--- config.mk ---
export PLATFORM = sky130hd
export DESIGN_NAME = pfm_pin_mux
export DESIGN_NICKNAME = d
export VERILOG_FILES = /design/src/hdl/pfm_pkg.sv /design/src/hdl/pfm_route_if.sv /design/src/hdl/pfm_pin_mux.sv /design/src/hdl/pfm_route.sv
export SDC_FILE = /design/constraint.sdc
export NUM_CORES = 1
export LEC_CHECK = 0
export ABC_AREA = 1
export BUFFER_PORTS_ARGS = -buffer_cell sky130_fd_sc_hd__buf_2
export CORE_ASPECT_RATIO = 1.4
export CORE_UTILIZATION = 32
export CTS_BUF_LIST = sky130_fd_sc_hd__clkbuf_8
export CTS_CLUSTER_SIZE = 30
export DETAILED_ROUTE_END_ITERATION = 8
export GPL_TIMING_DRIVEN = 1
export PLACE_DENSITY_LB_ADDON = 0.12
export REMOVE_ABC_BUFFERS = 1
export SYNTH_ARGS = -nofsm -noshare
export SYNTH_HDL_FRONTEND = slang
export SYNTH_HIERARCHICAL = 1
export SYNTH_SLANG_ARGS = --single-unit
--- constraint.sdc ---
create_clock -name mclk -period 2.21 [get_ports mclk]
set_input_delay 0.5525 -clock mclk [delete_from_list [all_inputs] [get_ports mclk]]
set_output_delay 0.5525 -clock mclk [all_outputs]
set_load 0.01 [all_outputs]
--- src/hdl/pfm_pkg.sv ---
// ----------------------------------------------------------------
// pin function mux: shared constants and tables
// ----------------------------------------------------------------
package pfm_pkg;

  // ----------------------------------------------------------------
  // register map (byte addresses, one aligned word each)
  // ----------------------------------------------------------------
  localparam logic [31:0] PFM_SEL_LOW_ADDR = 32'hE002_C000;  // pin_function_select_low
  localparam logic [31:0] PFM_SEL_HIGH_ADDR = 32'hE002_C004; // pin_function_select_high
  localparam logic [31:0] PFM_SEL_RESET = 32'h0000_0000;     // every field reads gpio after reset

  // ----------------------------------------------------------------
  // field layout
  // ----------------------------------------------------------------
  localparam int PFM_FIELD_W = 2;          // bits per pin field
  localparam int PFM_PINS_PER_REG = 16;    // fields per select word
  localparam int PFM_FIRST_PIN = 3;        // lowest pin handled here
  localparam int PFM_LAST_PIN = 20;        // highest pin handled here
  localparam int PFM_NFUNC = 38;           // function ids, 0 meaning none
  localparam logic [1:0] PFM_CODE_GPIO = 2'h0; // field code for general-purpose i/o

  // ----------------------------------------------------------------
  // bus answers
  // ----------------------------------------------------------------
  localparam logic [1:0] PFM_RESP_OKAY = 2'h0;   // mapped access
  localparam logic [1:0] PFM_RESP_SLVERR = 2'h2; // unmapped access

  // peripheral signals a pin can be joined to
  typedef enum logic [5:0] {
    FN_NONE, FN_I2C_SDA, FN_T0_MAT0, FN_EXT_IRQ_1, FN_SPI0_SCK, FN_T0_CAP1,
    FN_SPI0_MISO, FN_T0_MAT1, FN_SPI0_MOSI, FN_T0_CAP2, FN_SPI0_SSEL, FN_PWM2,
    FN_EXT_IRQ_2, FN_U1_TXD, FN_PWM4, FN_U1_RXD, FN_PWM6, FN_EXT_IRQ_3,
    FN_U1_RTS, FN_T1_CAP0, FN_U1_CTS, FN_T1_CAP1, FN_U1_DSR, FN_T1_MAT0,
    FN_U1_DTR, FN_T1_MAT1, FN_U1_DCD, FN_U1_RI, FN_EXT_IRQ_0, FN_T0_MAT2,
    FN_T1_CAP2, FN_SPI1_SCK, FN_T1_MAT2, FN_T1_CAP3, FN_SPI1_MISO, FN_T1_MAT3,
    FN_SPI1_MOSI, FN_SPI1_SSEL
  } pfm_func_type;

  // two-bit select field of a pin, taken from the proper word
  function automatic logic [1:0] pfm_field(input logic [31:0] lo, input logic [31:0] hi,
                                           input int pin);
    logic [31:0] w;
    w = (pin < PFM_PINS_PER_REG) ? lo : hi;
    return w[PFM_FIELD_W*(pin % PFM_PINS_PER_REG) +: PFM_FIELD_W];
  endfunction

  // function joined to a pin for a non-gpio code; reserved codes give none
  function automatic pfm_func_type pfm_func(input int pin, input logic [1:0] code);
    pfm_func_type t [1:3];
    t = '{FN_NONE, FN_NONE, FN_NONE};
    case (pin)
      3: t = '{FN_I2C_SDA, FN_T0_MAT0, FN_EXT_IRQ_1};
      4: t = '{FN_SPI0_SCK, FN_T0_CAP1, FN_NONE};
      5: t = '{FN_SPI0_MISO, FN_T0_MAT1, FN_NONE};
      6: t = '{FN_SPI0_MOSI, FN_T0_CAP2, FN_NONE};
      7: t = '{FN_SPI0_SSEL, FN_PWM2, FN_EXT_IRQ_2};
      8: t = '{FN_U1_TXD, FN_PWM4, FN_NONE};
      9: t = '{FN_U1_RXD, FN_PWM6, FN_EXT_IRQ_3};
      10: t = '{FN_U1_RTS, FN_T1_CAP0, FN_NONE};
      11: t = '{FN_U1_CTS, FN_T1_CAP1, FN_NONE};
      12: t = '{FN_U1_DSR, FN_T1_MAT0, FN_NONE};
      13: t = '{FN_U1_DTR, FN_T1_MAT1, FN_NONE};
      14: t = '{FN_U1_DCD, FN_EXT_IRQ_1, FN_NONE};
      15: t = '{FN_U1_RI, FN_EXT_IRQ_2, FN_NONE};
      16: t = '{FN_EXT_IRQ_0, FN_T0_MAT2, FN_T0_CAP2};
      17: t = '{FN_T1_CAP2, FN_SPI1_SCK, FN_T1_MAT2};
      18: t = '{FN_T1_CAP3, FN_SPI1_MISO, FN_T1_MAT3};
      19: t = '{FN_T1_MAT2, FN_SPI1_MOSI, FN_T1_CAP2};
      20: t = '{FN_T1_MAT3, FN_SPI1_SSEL, FN_EXT_IRQ_3};
      default: t = '{FN_NONE, FN_NONE, FN_NONE};
    endcase
    return (code == PFM_CODE_GPIO) ? FN_NONE : t[code];
  endfunction

endpackage

--- src/hdl/pfm_route_if.sv ---
`timescale 1ns/1ns
// ----------------------------------------------------------------
// carrier between the register side and the routing cell
// ----------------------------------------------------------------
interface pfm_route_if;
  import pfm_pkg::*;
  logic [31:0] sel_low;                              // low select word
  logic [31:0] sel_high;                             // high select word
  logic [PFM_LAST_PIN:PFM_FIRST_PIN] port_dir;       // gpio direction bits
  logic [PFM_LAST_PIN:PFM_FIRST_PIN] gpio_out;       // gpio output values
  logic [PFM_LAST_PIN:PFM_FIRST_PIN] pin_val;        // synchronised pin levels
  logic [PFM_NFUNC-1:0] periph_out;                  // peripheral output levels
  logic [PFM_NFUNC-1:0] periph_oe;                   // peripheral output enables
  logic [PFM_LAST_PIN:PFM_FIRST_PIN] pin_out_d;      // next pin output level
  logic [PFM_LAST_PIN:PFM_FIRST_PIN] pin_oe_d;       // next pin output enable
  logic [PFM_NFUNC-1:0] periph_in_d;                 // next peripheral input levels
  logic [PFM_NFUNC-1:0] routed_d;                    // next routed flags
  modport cfg (output sel_low, sel_high, port_dir, gpio_out, pin_val, periph_out, periph_oe,
               input pin_out_d, pin_oe_d, periph_in_d, routed_d);
  modport route (input sel_low, sel_high, port_dir, gpio_out, pin_val, periph_out, periph_oe,
                 output pin_out_d, pin_oe_d, periph_in_d, routed_d);
endinterface

--- src/hdl/pfm_pin_mux.sv ---
// The AXI4-Lite register port is this design's own decision.
`timescale 1ns/1ns
module pfm_pin_mux
(
  input wire logic mclk,                                      // system clock, 100 MHz
  input wire logic rst,                                       // synchronous reset, high
  // ----------------------------------------------------------------
  // axi4-lite slave
  // ----------------------------------------------------------------
  input wire logic [31:0] s_axi_awaddr,                       // write address
  input wire logic [2:0] s_axi_awprot,                        // write protection, unused
  input wire logic s_axi_awvalid,                             // write address valid
  output logic s_axi_awready,                                 // write address ready
  input wire logic [31:0] s_axi_wdata,                        // write data
  input wire logic [3:0] s_axi_wstrb,                         // write byte strobes
  input wire logic s_axi_wvalid,                              // write data valid
  output logic s_axi_wready,                                  // write data ready
  output logic [1:0] s_axi_bresp,                             // write response
  output logic s_axi_bvalid,                                  // write response valid
  input wire logic s_axi_bready,                              // write response ready
  input wire logic [31:0] s_axi_araddr,                       // read address
  input wire logic [2:0] s_axi_arprot,                        // read protection, unused
  input wire logic s_axi_arvalid,                             // read address valid
  output logic s_axi_arready,                                 // read address ready
  output logic [31:0] s_axi_rdata,                            // read data
  output logic [1:0] s_axi_rresp,                             // read response
  output logic s_axi_rvalid,                                  // read data valid
  input wire logic s_axi_rready,                              // read data ready
  // ----------------------------------------------------------------
  // gpio block side
  // ----------------------------------------------------------------
  input wire logic [pfm_pkg::PFM_LAST_PIN:pfm_pkg::PFM_FIRST_PIN] port_direction_reg, // 1 = out
  input wire logic [pfm_pkg::PFM_LAST_PIN:pfm_pkg::PFM_FIRST_PIN] gpio_out,   // gpio levels
  output logic [pfm_pkg::PFM_LAST_PIN:pfm_pkg::PFM_FIRST_PIN] gpio_in,        // pin levels
  // ----------------------------------------------------------------
  // package pins
  // ----------------------------------------------------------------
  input wire logic [pfm_pkg::PFM_LAST_PIN:pfm_pkg::PFM_FIRST_PIN] pin_in,     // pad level
  output logic [pfm_pkg::PFM_LAST_PIN:pfm_pkg::PFM_FIRST_PIN] pin_out,        // pad drive
  output logic [pfm_pkg::PFM_LAST_PIN:pfm_pkg::PFM_FIRST_PIN] pin_oe,         // pad enable
  // ----------------------------------------------------------------
  // on-chip peripheral side, indexed by pfm_func_type
  // ----------------------------------------------------------------
  input wire logic [pfm_pkg::PFM_NFUNC-1:0] periph_out,      // function output levels
  input wire logic [pfm_pkg::PFM_NFUNC-1:0] periph_oe,       // function output enables
  output logic [pfm_pkg::PFM_NFUNC-1:0] periph_in,           // function input levels
  output logic [pfm_pkg::PFM_NFUNC-1:0] func_routed          // function has a pin
);
  import pfm_pkg::*;

  localparam int LW = PFM_LAST_PIN - PFM_FIRST_PIN + 1;      // pins handled

  // ----------------------------------------------------------------
  // register state
  // ----------------------------------------------------------------
  logic [31:0] sel_low_q, sel_low_d;      // pin_function_select_low
  logic [31:0] sel_high_q, sel_high_d;    // pin_function_select_high
  logic aw_have_q, aw_have_d;             // write address held
  logic [31:0] aw_addr_q, aw_addr_d;      // held write address
  logic w_have_q, w_have_d;               // write data held
  logic [31:0] w_data_q, w_data_d;        // held write data
  logic [3:0] w_strb_q, w_strb_d;         // held write strobes
  logic awready_q, awready_d;             // address channel open
  logic wready_q, wready_d;               // data channel open
  logic bvalid_q, bvalid_d;               // write answer pending
  logic [1:0] bresp_q, bresp_d;           // write answer code
  logic arready_q, arready_d;             // read channel open
  logic rvalid_q, rvalid_d;               // read answer pending
  logic [31:0] rdata_q, rdata_d;          // read answer data
  logic [1:0] rresp_q, rresp_d;           // read answer code

  // ----------------------------------------------------------------
  // pin and routing state
  // ----------------------------------------------------------------
  logic [LW-1:0] sync1_q, sync2_q;        // two-stage pad synchroniser
  logic [LW-1:0] pin_out_q, pin_oe_q;     // registered pad drive
  logic [LW-1:0] gpio_in_q;               // registered pad levels
  logic [PFM_NFUNC-1:0] periph_in_q;      // registered function inputs
  logic [PFM_NFUNC-1:0] routed_q;         // registered routed flags

  pfm_route_if rif ();                    // carrier to the routing cell

  // merge a byte-strobed write into a stored word
  function automatic logic [31:0] merge(input logic [31:0] old, input logic [31:0] nw,
                                        input logic [3:0] strb);
    logic [31:0] r;
    r = old;
    for (int b = 0; b < 4; b++)
      if (strb[b])
        r[8*b +: 8] = nw[8*b +: 8];
    return r;
  endfunction

  // ----------------------------------------------------------------
  // write channel: address and data in either order, answer after both
  // ----------------------------------------------------------------
  always_comb
  begin
    sel_low_d = sel_low_q;
    sel_high_d = sel_high_q;
    aw_have_d = aw_have_q;
    aw_addr_d = aw_addr_q;
    w_have_d = w_have_q;
    w_data_d = w_data_q;
    w_strb_d = w_strb_q;
    bvalid_d = bvalid_q;
    bresp_d = bresp_q;
    // answer leaves once the master takes it
    if (bvalid_q && s_axi_bready)
      bvalid_d = 1'b0;
    // catch address and data independently
    if (s_axi_awvalid && awready_q)
    begin
      aw_have_d = 1'b1;
      aw_addr_d = s_axi_awaddr;
    end
    if (s_axi_wvalid && wready_q)
    begin
      w_have_d = 1'b1;
      w_data_d = s_axi_wdata;
      w_strb_d = s_axi_wstrb;
    end
    // both halves present: commit on this very edge
    if (aw_have_d && w_have_d)
    begin
      aw_have_d = 1'b0;
      w_have_d = 1'b0;
      bvalid_d = 1'b1;
      bresp_d = PFM_RESP_OKAY;
      if (aw_addr_d == PFM_SEL_LOW_ADDR)
        sel_low_d = merge(sel_low_q, w_data_d, w_strb_d);
      else if (aw_addr_d == PFM_SEL_HIGH_ADDR)
        sel_high_d = merge(sel_high_q, w_data_d, w_strb_d);
      else
        bresp_d = PFM_RESP_SLVERR;  // unmapped: nothing stored
    end
    // channels close while a half is held or the answer waits
    awready_d = !aw_have_d && !bvalid_d;
    wready_d = !w_have_d && !bvalid_d;
  end

  // ----------------------------------------------------------------
  // read channel: one read in flight, answer one cycle after the take
  // ----------------------------------------------------------------
  always_comb
  begin
    rvalid_d = rvalid_q;
    rdata_d = rdata_q;
    rresp_d = rresp_q;
    if (rvalid_q && s_axi_rready)
      rvalid_d = 1'b0;
    if (s_axi_arvalid && arready_q)
    begin
      rvalid_d = 1'b1;
      rresp_d = PFM_RESP_OKAY;
      if (s_axi_araddr == PFM_SEL_LOW_ADDR)
        rdata_d = sel_low_q;
      else if (s_axi_araddr == PFM_SEL_HIGH_ADDR)
        rdata_d = sel_high_q;
      else
      begin
        rdata_d = 32'h0000_0000;   // unmapped reads zero with an error
        rresp_d = PFM_RESP_SLVERR;
      end
    end
    arready_d = !rvalid_d;
  end

  // ----------------------------------------------------------------
  // bus registers
  // ----------------------------------------------------------------
  always_ff @(posedge mclk)
  begin
    if (rst)
    begin
      sel_low_q <= PFM_SEL_RESET;
      sel_high_q <= PFM_SEL_RESET;
      aw_have_q <= 1'b0;
      aw_addr_q <= 32'h0000_0000;
      w_have_q <= 1'b0;
      w_data_q <= 32'h0000_0000;
      w_strb_q <= 4'h0;
      awready_q <= 1'b0;
      wready_q <= 1'b0;
      bvalid_q <= 1'b0;
      bresp_q <= PFM_RESP_OKAY;
      arready_q <= 1'b0;
      rvalid_q <= 1'b0;
      rdata_q <= 32'h0000_0000;
      rresp_q <= PFM_RESP_OKAY;
    end
    else
    begin
      sel_low_q <= sel_low_d;
      sel_high_q <= sel_high_d;
      aw_have_q <= aw_have_d;
      aw_addr_q <= aw_addr_d;
      w_have_q <= w_have_d;
      w_data_q <= w_data_d;
      w_strb_q <= w_strb_d;
      awready_q <= awready_d;
      wready_q <= wready_d;
      bvalid_q <= bvalid_d;
      bresp_q <= bresp_d;
      arready_q <= arready_d;
      rvalid_q <= rvalid_d;
      rdata_q <= rdata_d;
      rresp_q <= rresp_d;
    end
  end

  // ----------------------------------------------------------------
  // routing cell hookup
  // ----------------------------------------------------------------
  assign rif.sel_low = sel_low_q;
  assign rif.sel_high = sel_high_q;
  assign rif.port_dir = port_direction_reg;
  assign rif.gpio_out = gpio_out;
  assign rif.pin_val = sync2_q;   // only the second stage is ever looked at
  assign rif.periph_out = periph_out;
  assign rif.periph_oe = periph_oe;

  // pin tables live in the package
  pfm_route u_route
  (
    .rt (rif.route)
  );

  // ----------------------------------------------------------------
  // pad synchroniser and registered routing outputs; the extra stage
  // costs a cycle but keeps every pad and peripheral signal glitch free
  // ----------------------------------------------------------------
  always_ff @(posedge mclk)
  begin
    if (rst)
    begin
      sync1_q <= '0;
      sync2_q <= '0;
      pin_out_q <= '0;
      pin_oe_q <= '0;
      gpio_in_q <= '0;
      periph_in_q <= '0;
      routed_q <= '0;
    end
    else
    begin
      sync1_q <= pin_in;
      sync2_q <= sync1_q;
      pin_out_q <= rif.pin_out_d;
      pin_oe_q <= rif.pin_oe_d;
      gpio_in_q <= sync2_q;
      periph_in_q <= rif.periph_in_d;
      routed_q <= rif.routed_d;
    end
  end

  // ----------------------------------------------------------------
  // outputs, all straight from flip-flops
  // ----------------------------------------------------------------
  assign s_axi_awready = awready_q;
  assign s_axi_wready = wready_q;
  assign s_axi_bvalid = bvalid_q;
  assign s_axi_bresp = bresp_q;
  assign s_axi_arready = arready_q;
  assign s_axi_rvalid = rvalid_q;
  assign s_axi_rdata = rdata_q;
  assign s_axi_rresp = rresp_q;
  assign pin_out = pin_out_q;
  assign pin_oe = pin_oe_q;
  assign gpio_in = gpio_in_q;
  assign periph_in = periph_in_q;
  assign func_routed = routed_q;

endmodule

--- src/hdl/pfm_route.sv ---
`timescale 1ns/1ns
// ----------------------------------------------------------------
// routing cell: pure combinational mux between pins and functions
// ----------------------------------------------------------------
module pfm_route
(
  pfm_route_if.route rt  // select words in, next routing out
);
  import pfm_pkg::*;

  // one pass over the pins; walking downward lets the lowest pin win
  // when two pins select the same input function
  always_comb
  begin
    logic [1:0] code;
    pfm_func_type fn;
    code = PFM_CODE_GPIO;
    fn = FN_NONE;
    rt.pin_out_d = '0;
    rt.pin_oe_d = '0;
    rt.periph_in_d = '0;
    rt.routed_d = '0;
    for (int p = PFM_LAST_PIN; p >= PFM_FIRST_PIN; p--)
    begin
      code = pfm_field(rt.sel_low, rt.sel_high, p);
      fn = pfm_func(p, code);
      if (code == PFM_CODE_GPIO)
      begin
        rt.pin_out_d[p] = rt.gpio_out[p];
        rt.pin_oe_d[p] = rt.port_dir[p];
      end
      else if (fn != FN_NONE)
      begin
        rt.pin_out_d[p] = rt.periph_out[fn];
        rt.pin_oe_d[p] = rt.periph_oe[fn];
        rt.periph_in_d[fn] = rt.pin_val[p];
        rt.routed_d[fn] = 1'b1;
      end
      else
      begin
        rt.pin_out_d[p] = 1'b0;
        rt.pin_oe_d[p] = 1'b0;
      end
    end
  end

endmodule

==> summary.txt, run 1 <==
Placement
  • Post-detail-place hpwl: roughly 45,000 µm
  • Count of port buffers added during placement: between 400 and 500
  • Instance count after placement with tap cells included: approximately 3,500
  • RePlAce Congestion: 0.9082

Logic synthesis
  • Share of cell area taken by muxes after synthesis: under 10%
  • Ys flop type: dfxtp_1
  • Share of synthesized cell area in and, or, nand and nor gates: between 30 and 40%
  • Largest family of logic cells by synthesized area: simple AND/OR/NAND/NOR gates
  • Proportion of netlist area held by the largest area contributor: between 40 and 50%
  • Number of synthesized flops with an enable pin: 0
  • Post-synth ARST share: 0%
  • Mapped Area: between 0.015 and 0.02 mm²
  • Share of the synthesized netlist area taken by xor and xnor gates: 0%
  • Synth Instances: ~2,500
  • Library cells used by synthesis: 46
  • Leading area contributor after synthesis: dfxtp_1
  • Synthesized area per cell: 6.807 µm²
  • Post-synthesis compound-gate area fraction: between 7 and 8%
  • Total number of yosys warnings: 6
  • Post-synthesis sequential area ratio: roughly 40%
  • Flip-flop and latch count after synthesis: about 340
  • Leading post-synthesis cells by instance count: 483 x nand2_1, 455 x nor2_1, 448 x inv_1
  • Adder-cell share of the synthesized area: under 10%
  • Main area contributors after synthesis: dfxtp_1 41%, nand2_1 11%, nor2_1 10%
  • Library cell with the highest instance count after synthesis: nand2_1

Job
  • Count of max-cap constraint violations: 0

Detailed routing
  • Antenna-violating nets left: 0
  • DRC marker count from the first detailed-route iteration: around 740
  • Number of design rule violations left after detail routing: 0
  • Wire length per cell after detailed routing: 15.93 µm
  • Number of vias after detailed routing: between 15,000 and 20,000
  • Via count normalized by instance count: 4.545
  • Post-Route WL: approximately 58,000 µm
  • Number of iterations in the first detailed-routing pass: 7

Worst setup path
  • Crit path required time: 2.80 ns
  • Critical path cell sequence: buf_4 > buf_4 > nand3_1 > nand2_1 > inv_1 > nand2_1 > nor2_2 > nand2_2 > nor2_4 > nand3_2 > nor2_2 > buf_12 > nor2_1 > nor2_1
  • CP max stage cell: dfxtp_4
  • Endpoint type of the worst setup path: flip-flop
  • Critical path launch point type: flip-flop
  • Data arrival time at the worst-slack endpoint: 2.61 ns
  • Buf+Inv Stages, Crit Path: 4
  • Crit Path Max Fanout: 9
  • Reg-to-reg setup timing slack: roughly 0.18 ns
  • Start-to-end type of the worst setup path: reg2reg
  • Crit path max-delay family: simple AND/OR/NAND/NOR gates
  • Maximum cell stage delay along the critical path: about 0.37 ns

Clock tree
  • TritonCTS Buffers: 56
  • Clock Latency Late Sink: between 0.6 and 0.7 ns
  • Cell chosen for the clock root: clkbuf_8
  • Setup Buffers After CTS: 0
  • H-tree Lvls: 2
  • Clock tree from TritonCTS: yes
  • Max clock buf depth: 3
  • CTS clk-pin slew, worst paths: 0.06 ns
  • Clock sink count: 339

Timing
  • Unrepaired setup endpoints after global routing: yes
  • Min cycle time layout: 2.026 ns
  • Number of pins with negative max-slew slack in the final report: 0
  • Transition time at the pin with the least slew margin: approximately 0.53 ns
  • Number of failing hold endpoints at the final stage: 0
  • Fmax achieved: 493.5 MHz
  • Final worst-path cycle share: about 92%
  • Setup Skew: between 0.02 and 0.025 ns
  • Final count of negative-setup-slack endpoints: 0
  • Worst rel slew slack: 64.72%

Global routing
  • Global-route wire length before repair: 87,480 µm
  • GR Util All Layers: a little over a fifth
  • Largest net degree at the start of global routing: 95
  • Via count of the first global-routing pass: roughly 16,000
  • Number of antenna violations at the first check in global routing: 14
  • Congestion Overflow GR: 0

Die
  • Die height: about 270 µm
  • Core region area: approximately 0.051 mm²
  • Total Die Area: ~0.053 mm²
  • Num ports: a little over 400
  • Number of core rows: around 100
  • Floorplan die width: 195.1 µm
  • Starting density of the core: 32.53%

Finish
  • Number of standard cells in the layout, taps in and fillers out: between 3,000 and 4,000
  • Final net count: roughly 3,200
  • Fraction of final layout cells sized beyond drive strength 1: between 20% and 30%
  • P&R area growth vs syn: 27.26%
  • Share of the core filled with cells: about 41%

Power and ir drop
  • Total power divided by cell area: 635.9 mW/mm²
  • Leakage power figure: 10.82 nW
  • Max IR drop VDD: roughly 480 µV

Status
  • Run status: finished clean

Hold path
  • Type of the worst min-delay path: in2reg
[layout make-up]
type,instances,area (µm²)
timing repair buffer,514,3075
clock inverter,30,160.2
inverter,457,1732
fill,5550,30110
antenna,9,22.52
tap,650,813.3
sequential,339,6792
multi-input combinational,1558,7681
clock buffer,72,991.0
[report_power, final]
| group | switching (mW) | internal, mW |
|---|---|---|
| clock | 2.58 | 3.03 |
| combinational | 0.889 | 0.616 |
| sequential | 0.0824 | 6.32 |
| total | 3.55 | 9.97 |
[worst reg2reg max path, stage by stage (launching register included)]
cell and delay, ns:
dfxtp_4 0.37, buf_4 0.17, buf_4 0.16, nand3_1 0.06, nand2_1 0.06, inv_1 0.08
nand2_1 0.07, nor2_2 0.15, nand2_2 0.08, nor2_4 0.18, nand3_2 0.15, nor2_2 0.19
buf_12 0.14, nor2_1 0.04, nor2_1 0.09
[worst paths after layout]
kind                            cells after the start                            end                     start
worst min register to register                      2     rif.pin_val[15]$_SDFF_PP0_    sync1_q[12]$_SDFF_PP0_
worst max-delay path                               14  rif.sel_high[11]$_SDFFE_PP0P_  s_axi_awready$_SDFF_PP0_
worst min-delay path                                3          sync1_q[9]$_SDFF_PP0_                pin_in[12]
worst max register to register                     14  rif.sel_high[11]$_SDFFE_PP0P_  s_axi_awready$_SDFF_PP0_
[cell families (layout without fill, tap and decap cells)]
group / after synthesis / count (layout)
buf+inv: 559 / 1073
flops: 339 / 339
compound gates: 232 / 232
fa+ha+maj: 78 / 78
mux: 18 / 18
simple gates: 1227 / 1227
other cells: 2 / 12
[metrics by stage]
stage,total power [mW],hold slack (ns),worst slack [ns],setup TNS (ns),instance area [µm²]
after floorplan,7.206,0.3883,-0.7332,-61.87,16140
after global placement,8.036,0.3911,-0.2389,-10.54,20040
after detailed placement,8.049,0.3948,-0.2800,-13.33,20040
after CTS,13.78,0.04146,0.03138,0,21200
after global routing,14.22,0.06355,-0.01514,-0.02282,21260
final,13.52,0.1026,0.1837,0,21270
[state kept, by name (all words and copies together), names as in the netlist, 4 cells and up]
name	cells
periph_in	38
gpio_in	18
func_routed	38
aw_addr_q	32
rif.sel_high	32
rif.pin_val	18
w_data_q	32
w_strb_q	4
rif.sel_low	32
pin_out	18
pin_oe	18
sync1_q	18
s_axi_rdata	32
[per-layer routing]
layer / up-vias / track usage, % / wire length (µm)
met5: - / 0 / 92
met4: 16 / 7.315 / 1556
met3: 103 / 4.792 / 3601
met2: 474 / 39.35 / 29580
met1: 7422 / 23.79 / 22990
li1: 8478 / - / -
[layout by cell type, fill, tap and decap left out, drive strengths merged, types with 22 or more instances in the layout]
master | synthesis | final
a21oi | 66 | 66
buf | 50 | 514
clkbuf | 52 | 72
dfxtp | 339 | 339
ha | 78 | 78
inv | 454 | 474
nand2 | 489 | 489
nand3 | 201 | 201
nand4 | 22 | 22
nor2 | 466 | 466
o21ai | 109 | 109
[repair_timing]
action,4_1_cts,5_1_grt
endpoints found under the hold margin,0,0
gates cloned,0,0
hold buffers,0,0
gates resized for setup,2,16
endpoints found under the setup margin,60,58
pin swaps,0,2
No activity file was read; power rests on OpenSTA's default activity.
==> run 2, diff against run 1 <==
Settings changed: CTS_BUF_LIST sky130_fd_sc_hd__clkbuf_8 to sky130_fd_sc_hd__clkbuf_16.
==> run 2 against run 1 <==
Net effect:
- clock skew is 0.0015 ns lower
- sequential share of layout area down 0.13 points
- sequential power about the same
- combinational power barely moved
- cell count fell by 1.0%
- sequential cell count is the same
- maximum frequency fell by 0.95%
- critical endpoint unchanged
- largest cell class unchanged
==> summary.txt, run 2 (synthesis results as in run 1) <==
Status
  • Run status: finished clean

Timing
  • Transition time at the pin with the least slew margin: 0.5377 ns (+0.008560 ns)
  • Number of pins with negative max-slew slack in the final report: 0 (unchanged)
  • Final count of negative-setup-slack endpoints: 0 (unchanged)
  • Final hold slack: 0.1919 ns (+0.08935 ns)
  • Unrepaired setup endpoints after global routing: yes
  • Worst rel slew slack: 64.15% (-0.57 points)
  • Min cycle time layout: 2.046 ns (+0.01936 ns)
  • Fmax achieved: 488.8 MHz (-0.95%)
  • Crit path setup slack, layout: 0.1643 ns (-0.01936 ns)
  • Number of failing hold endpoints at the final stage: 0 (unchanged)
  • Setup Skew: 0.02201 ns (-0.001466 ns)
  • Final worst-path cycle share: 92.57% (+0.88 points)
  • Final-layout setup total negative slack: 0 ns (unchanged)

Die
  • Starting density of the core: 32.53% (unchanged)
  • Die height: 272.4 µm (unchanged)
  • Num ports: 414 (unchanged)
  • Core region area: 0.05138 mm² (unchanged)
  • Number of core rows: 98 (unchanged)
  • Floorplan die width: 195.1 µm (unchanged)
  • Total Die Area: 0.05315 mm² (unchanged)

Finish
  • Storage element area: 0.006792 mm² (unchanged)
  • Fraction of final layout cells sized beyond drive strength 1: 21.10% (-0.75 points)
  • Share of the core filled with cells: 41.56% (+0.17 points)
  • Post-route standard cell area excluding fillers: 0.02135 mm² (+0.41%)
  • Commonest non-fill, non-tap cells in the layout: 481 x nand2_1, 454 x inv_1, 449 x nor2_1, 404 x buf_2, 337 x dfxtp_1
  • Number of standard cells in the layout, taps in and fillers out: 3,591 (-1.0%)
  • Final net count: 3,230 (-0.52%)
  • Combined area of the multi-input logic cells: 0.007681 mm² (unchanged)
  • Leading cell type in the layout, fill and taps excluded: nand2_1
  • P&R area growth vs syn: 27.79%
  • Filler cell count: 5,507 (-0.77%)

Clock tree
  • TritonCTS Buffers: 39 (-30%)
  • Clock sink count: 339 (unchanged)
  • Clock Latency Late Sink: 0.56 ns (-0.09 ns)
  • Clock tree from TritonCTS: yes
  • Setup Buffers After CTS: 0 (unchanged)
  • H-tree Lvls: 2 (unchanged)
  • Max clock buf depth: 3 (unchanged)
  • Cell chosen for the clock root: clkbuf_16
  • CTS clk-pin slew, worst paths: 0.06 ns (about the same)

Worst setup path
  • Start-to-end type of the worst setup path: reg2reg
  • Crit path required time: 2.71 ns (-0.09 ns)
  • Crit path max-delay family: simple AND/OR/NAND/NOR gates
  • Data arrival time at the worst-slack endpoint: 2.55 ns (-0.06 ns)
  • Crit Path Max Fanout: 9 (unchanged)
  • Maximum cell stage delay along the critical path: 0.37 ns (about the same)
  • Critical path cell sequence: buf_4 > buf_4 > nand3_1 > nand2_1 > inv_1 > nand2_1 > nor2_2 > nand2_2 > nor2_4 > nand3_2 > nor2_2 > buf_12 > nor2_1 > nor2_1
  • Endpoint type of the worst setup path: flip-flop
  • CP max stage cell: dfxtp_4
  • Critical path launch point type: flip-flop
  • Buf+Inv Stages, Crit Path: 4 (unchanged)
  • Reg-to-reg setup timing slack: 0.16 ns (-0.02 ns)

Global routing
  • Largest net degree at the start of global routing: 95 (unchanged)
  • Congestion Overflow GR: 0 (unchanged)
  • Via count of the first global-routing pass: 15,800 (-0.86%)
  • Number of antenna violations at the first check in global routing: 13 (-1)
  • Global-route wire length before repair: 87,370 µm (-0.13%)
  • GR Util All Layers: 21.28% (about the same)

Power and ir drop
  • Register share of total power: 44.8% (-2.6 points)
  • Fraction of power consumed by combinational cells: 10.6% (-0.5 points)
  • Leakage power figure: 10.79 nW (-0.30%)
  • Total power draw: 14.29 mW (+5.7%)
  • Switch share: 25.24% (-1.0 points)
  • Clock power frac: 44.6% (+3.1 points)
  • Total power divided by cell area: 669.2 mW/mm² (+5.2%)
  • Sw Pwr: 3.607 mW (+1.5%)
  • Cell internal pwr: 10.68 mW (+7.2%)
  • Max IR drop VDD: 549.6 µV (+13%)

Job
  • Count of max-cap constraint violations: 0 (unchanged)

Placement
  • Total cell area at the placement stage: 0.02004 mm² (unchanged)
  • Count of port buffers added during placement: 405 (unchanged)
  • Instance count after placement with tap cells included: 3,518 (unchanged)
  • Worst slack at placement: -0.2800 ns (unchanged)
  • RePlAce Congestion: 0.9082 (unchanged)
  • Post-detail-place hpwl: 45,490 µm (unchanged)

Detailed routing
  • Number of design rule violations left after detail routing: 0 (unchanged)
  • Antenna-violating nets left: 0 (unchanged)
  • Via count normalized by instance count: 4.586 (+0.91%)
  • Wire length per cell after detailed routing: 16.09 µm (+1.0%)
  • Number of vias after detailed routing: 16,470 (-0.15%)
  • Number of iterations in the first detailed-routing pass: 5 (-2)
  • Post-Route WL: 57,790 µm (about the same)
  • DRC marker count from the first detailed-route iteration: 762 (+2.8%)

Hold path
  • Type of the worst min-delay path: in2reg
run 2: cell types whose count changed in the layout (fill, tap and decap cells not counted), moves of 4 or more:
cell	before	now
inv_1	466	454
clkbuf_16	0	40
clkinv_2	7	3
clkbuf_8	72	0
clkinv_1	2	8
run 2: area by class of cell:
cell class | instances | share of cell area, %
multi-input combinational | 1558 | 35.97
sequential | 339 | 31.80
timing repair buffer | 514 | 14.40
inverter | 457 | 8.109
clock buffer | 40 | 4.687
tap | 650 | 3.809
clock inverter | 26 | 1.137
antenna | 7 | 0.08203
run 2: per-layer routing:
| layer | vias up | global-route usage (%) | routed length (µm) |
|---|---|---|---|
| met2 | 462 | 39.47 | 29580 |
| met4 | 16 | 7.107 | 1586 |
| met3 | 94 | 4.520 | 3415 |
| met1 | 7470 | 23.88 | 23100 |
| li1 | 8427 | - | - |
| met5 | - | 0 | 98 |
run 2: repair_timing:
item | in CTS | in global routing
gates resized for setup | 2 | 16
pin swaps | 0 | 2
hold buffers | 0 | 0
setup endpoints to repair | 60 | 61
hold endpoints to repair | 0 | 0
run 2: path summary, 6_finish.rpt:
kind | depth (start not counted) | to | from
worst min-delay path | 3 | sync1_q[7]$_SDFF_PP0_ | pin_in[10]
worst min register to register | 2 | rif.pin_val[15]$_SDFF_PP0_ | sync1_q[12]$_SDFF_PP0_
worst max-delay path | 14 | rif.sel_high[11]$_SDFFE_PP0P_ | s_axi_awready$_SDFF_PP0_
worst max register to register | 14 | rif.sel_high[11]$_SDFFE_PP0P_ | s_axi_awready$_SDFF_PP0_
run 2: power by group through the flow:
stage               Sequential [mW]  Combinational (mW)  Clock (mW)
detailed placement             6.54                1.51           0
finish                         6.40                1.51        6.38
CTS                            6.41                1.52        6.61
floorplan                      6.57               0.633           0
global placement               6.54                1.50           0
global route                   6.42                1.69        6.83
run 2: worst reg2reg max path, cell delays in order (launching register included):
cell and delay, ns:
dfxtp_4 0.37, buf_4 0.17, buf_4 0.16, nand3_1 0.06, nand2_1 0.06, inv_1 0.08, nand2_1 0.07, nor2_2 0.15
nand2_2 0.08, nor2_4 0.18, nand3_2 0.15, nor2_2 0.19, buf_12 0.14, nor2_1 0.04, nor2_1 0.09
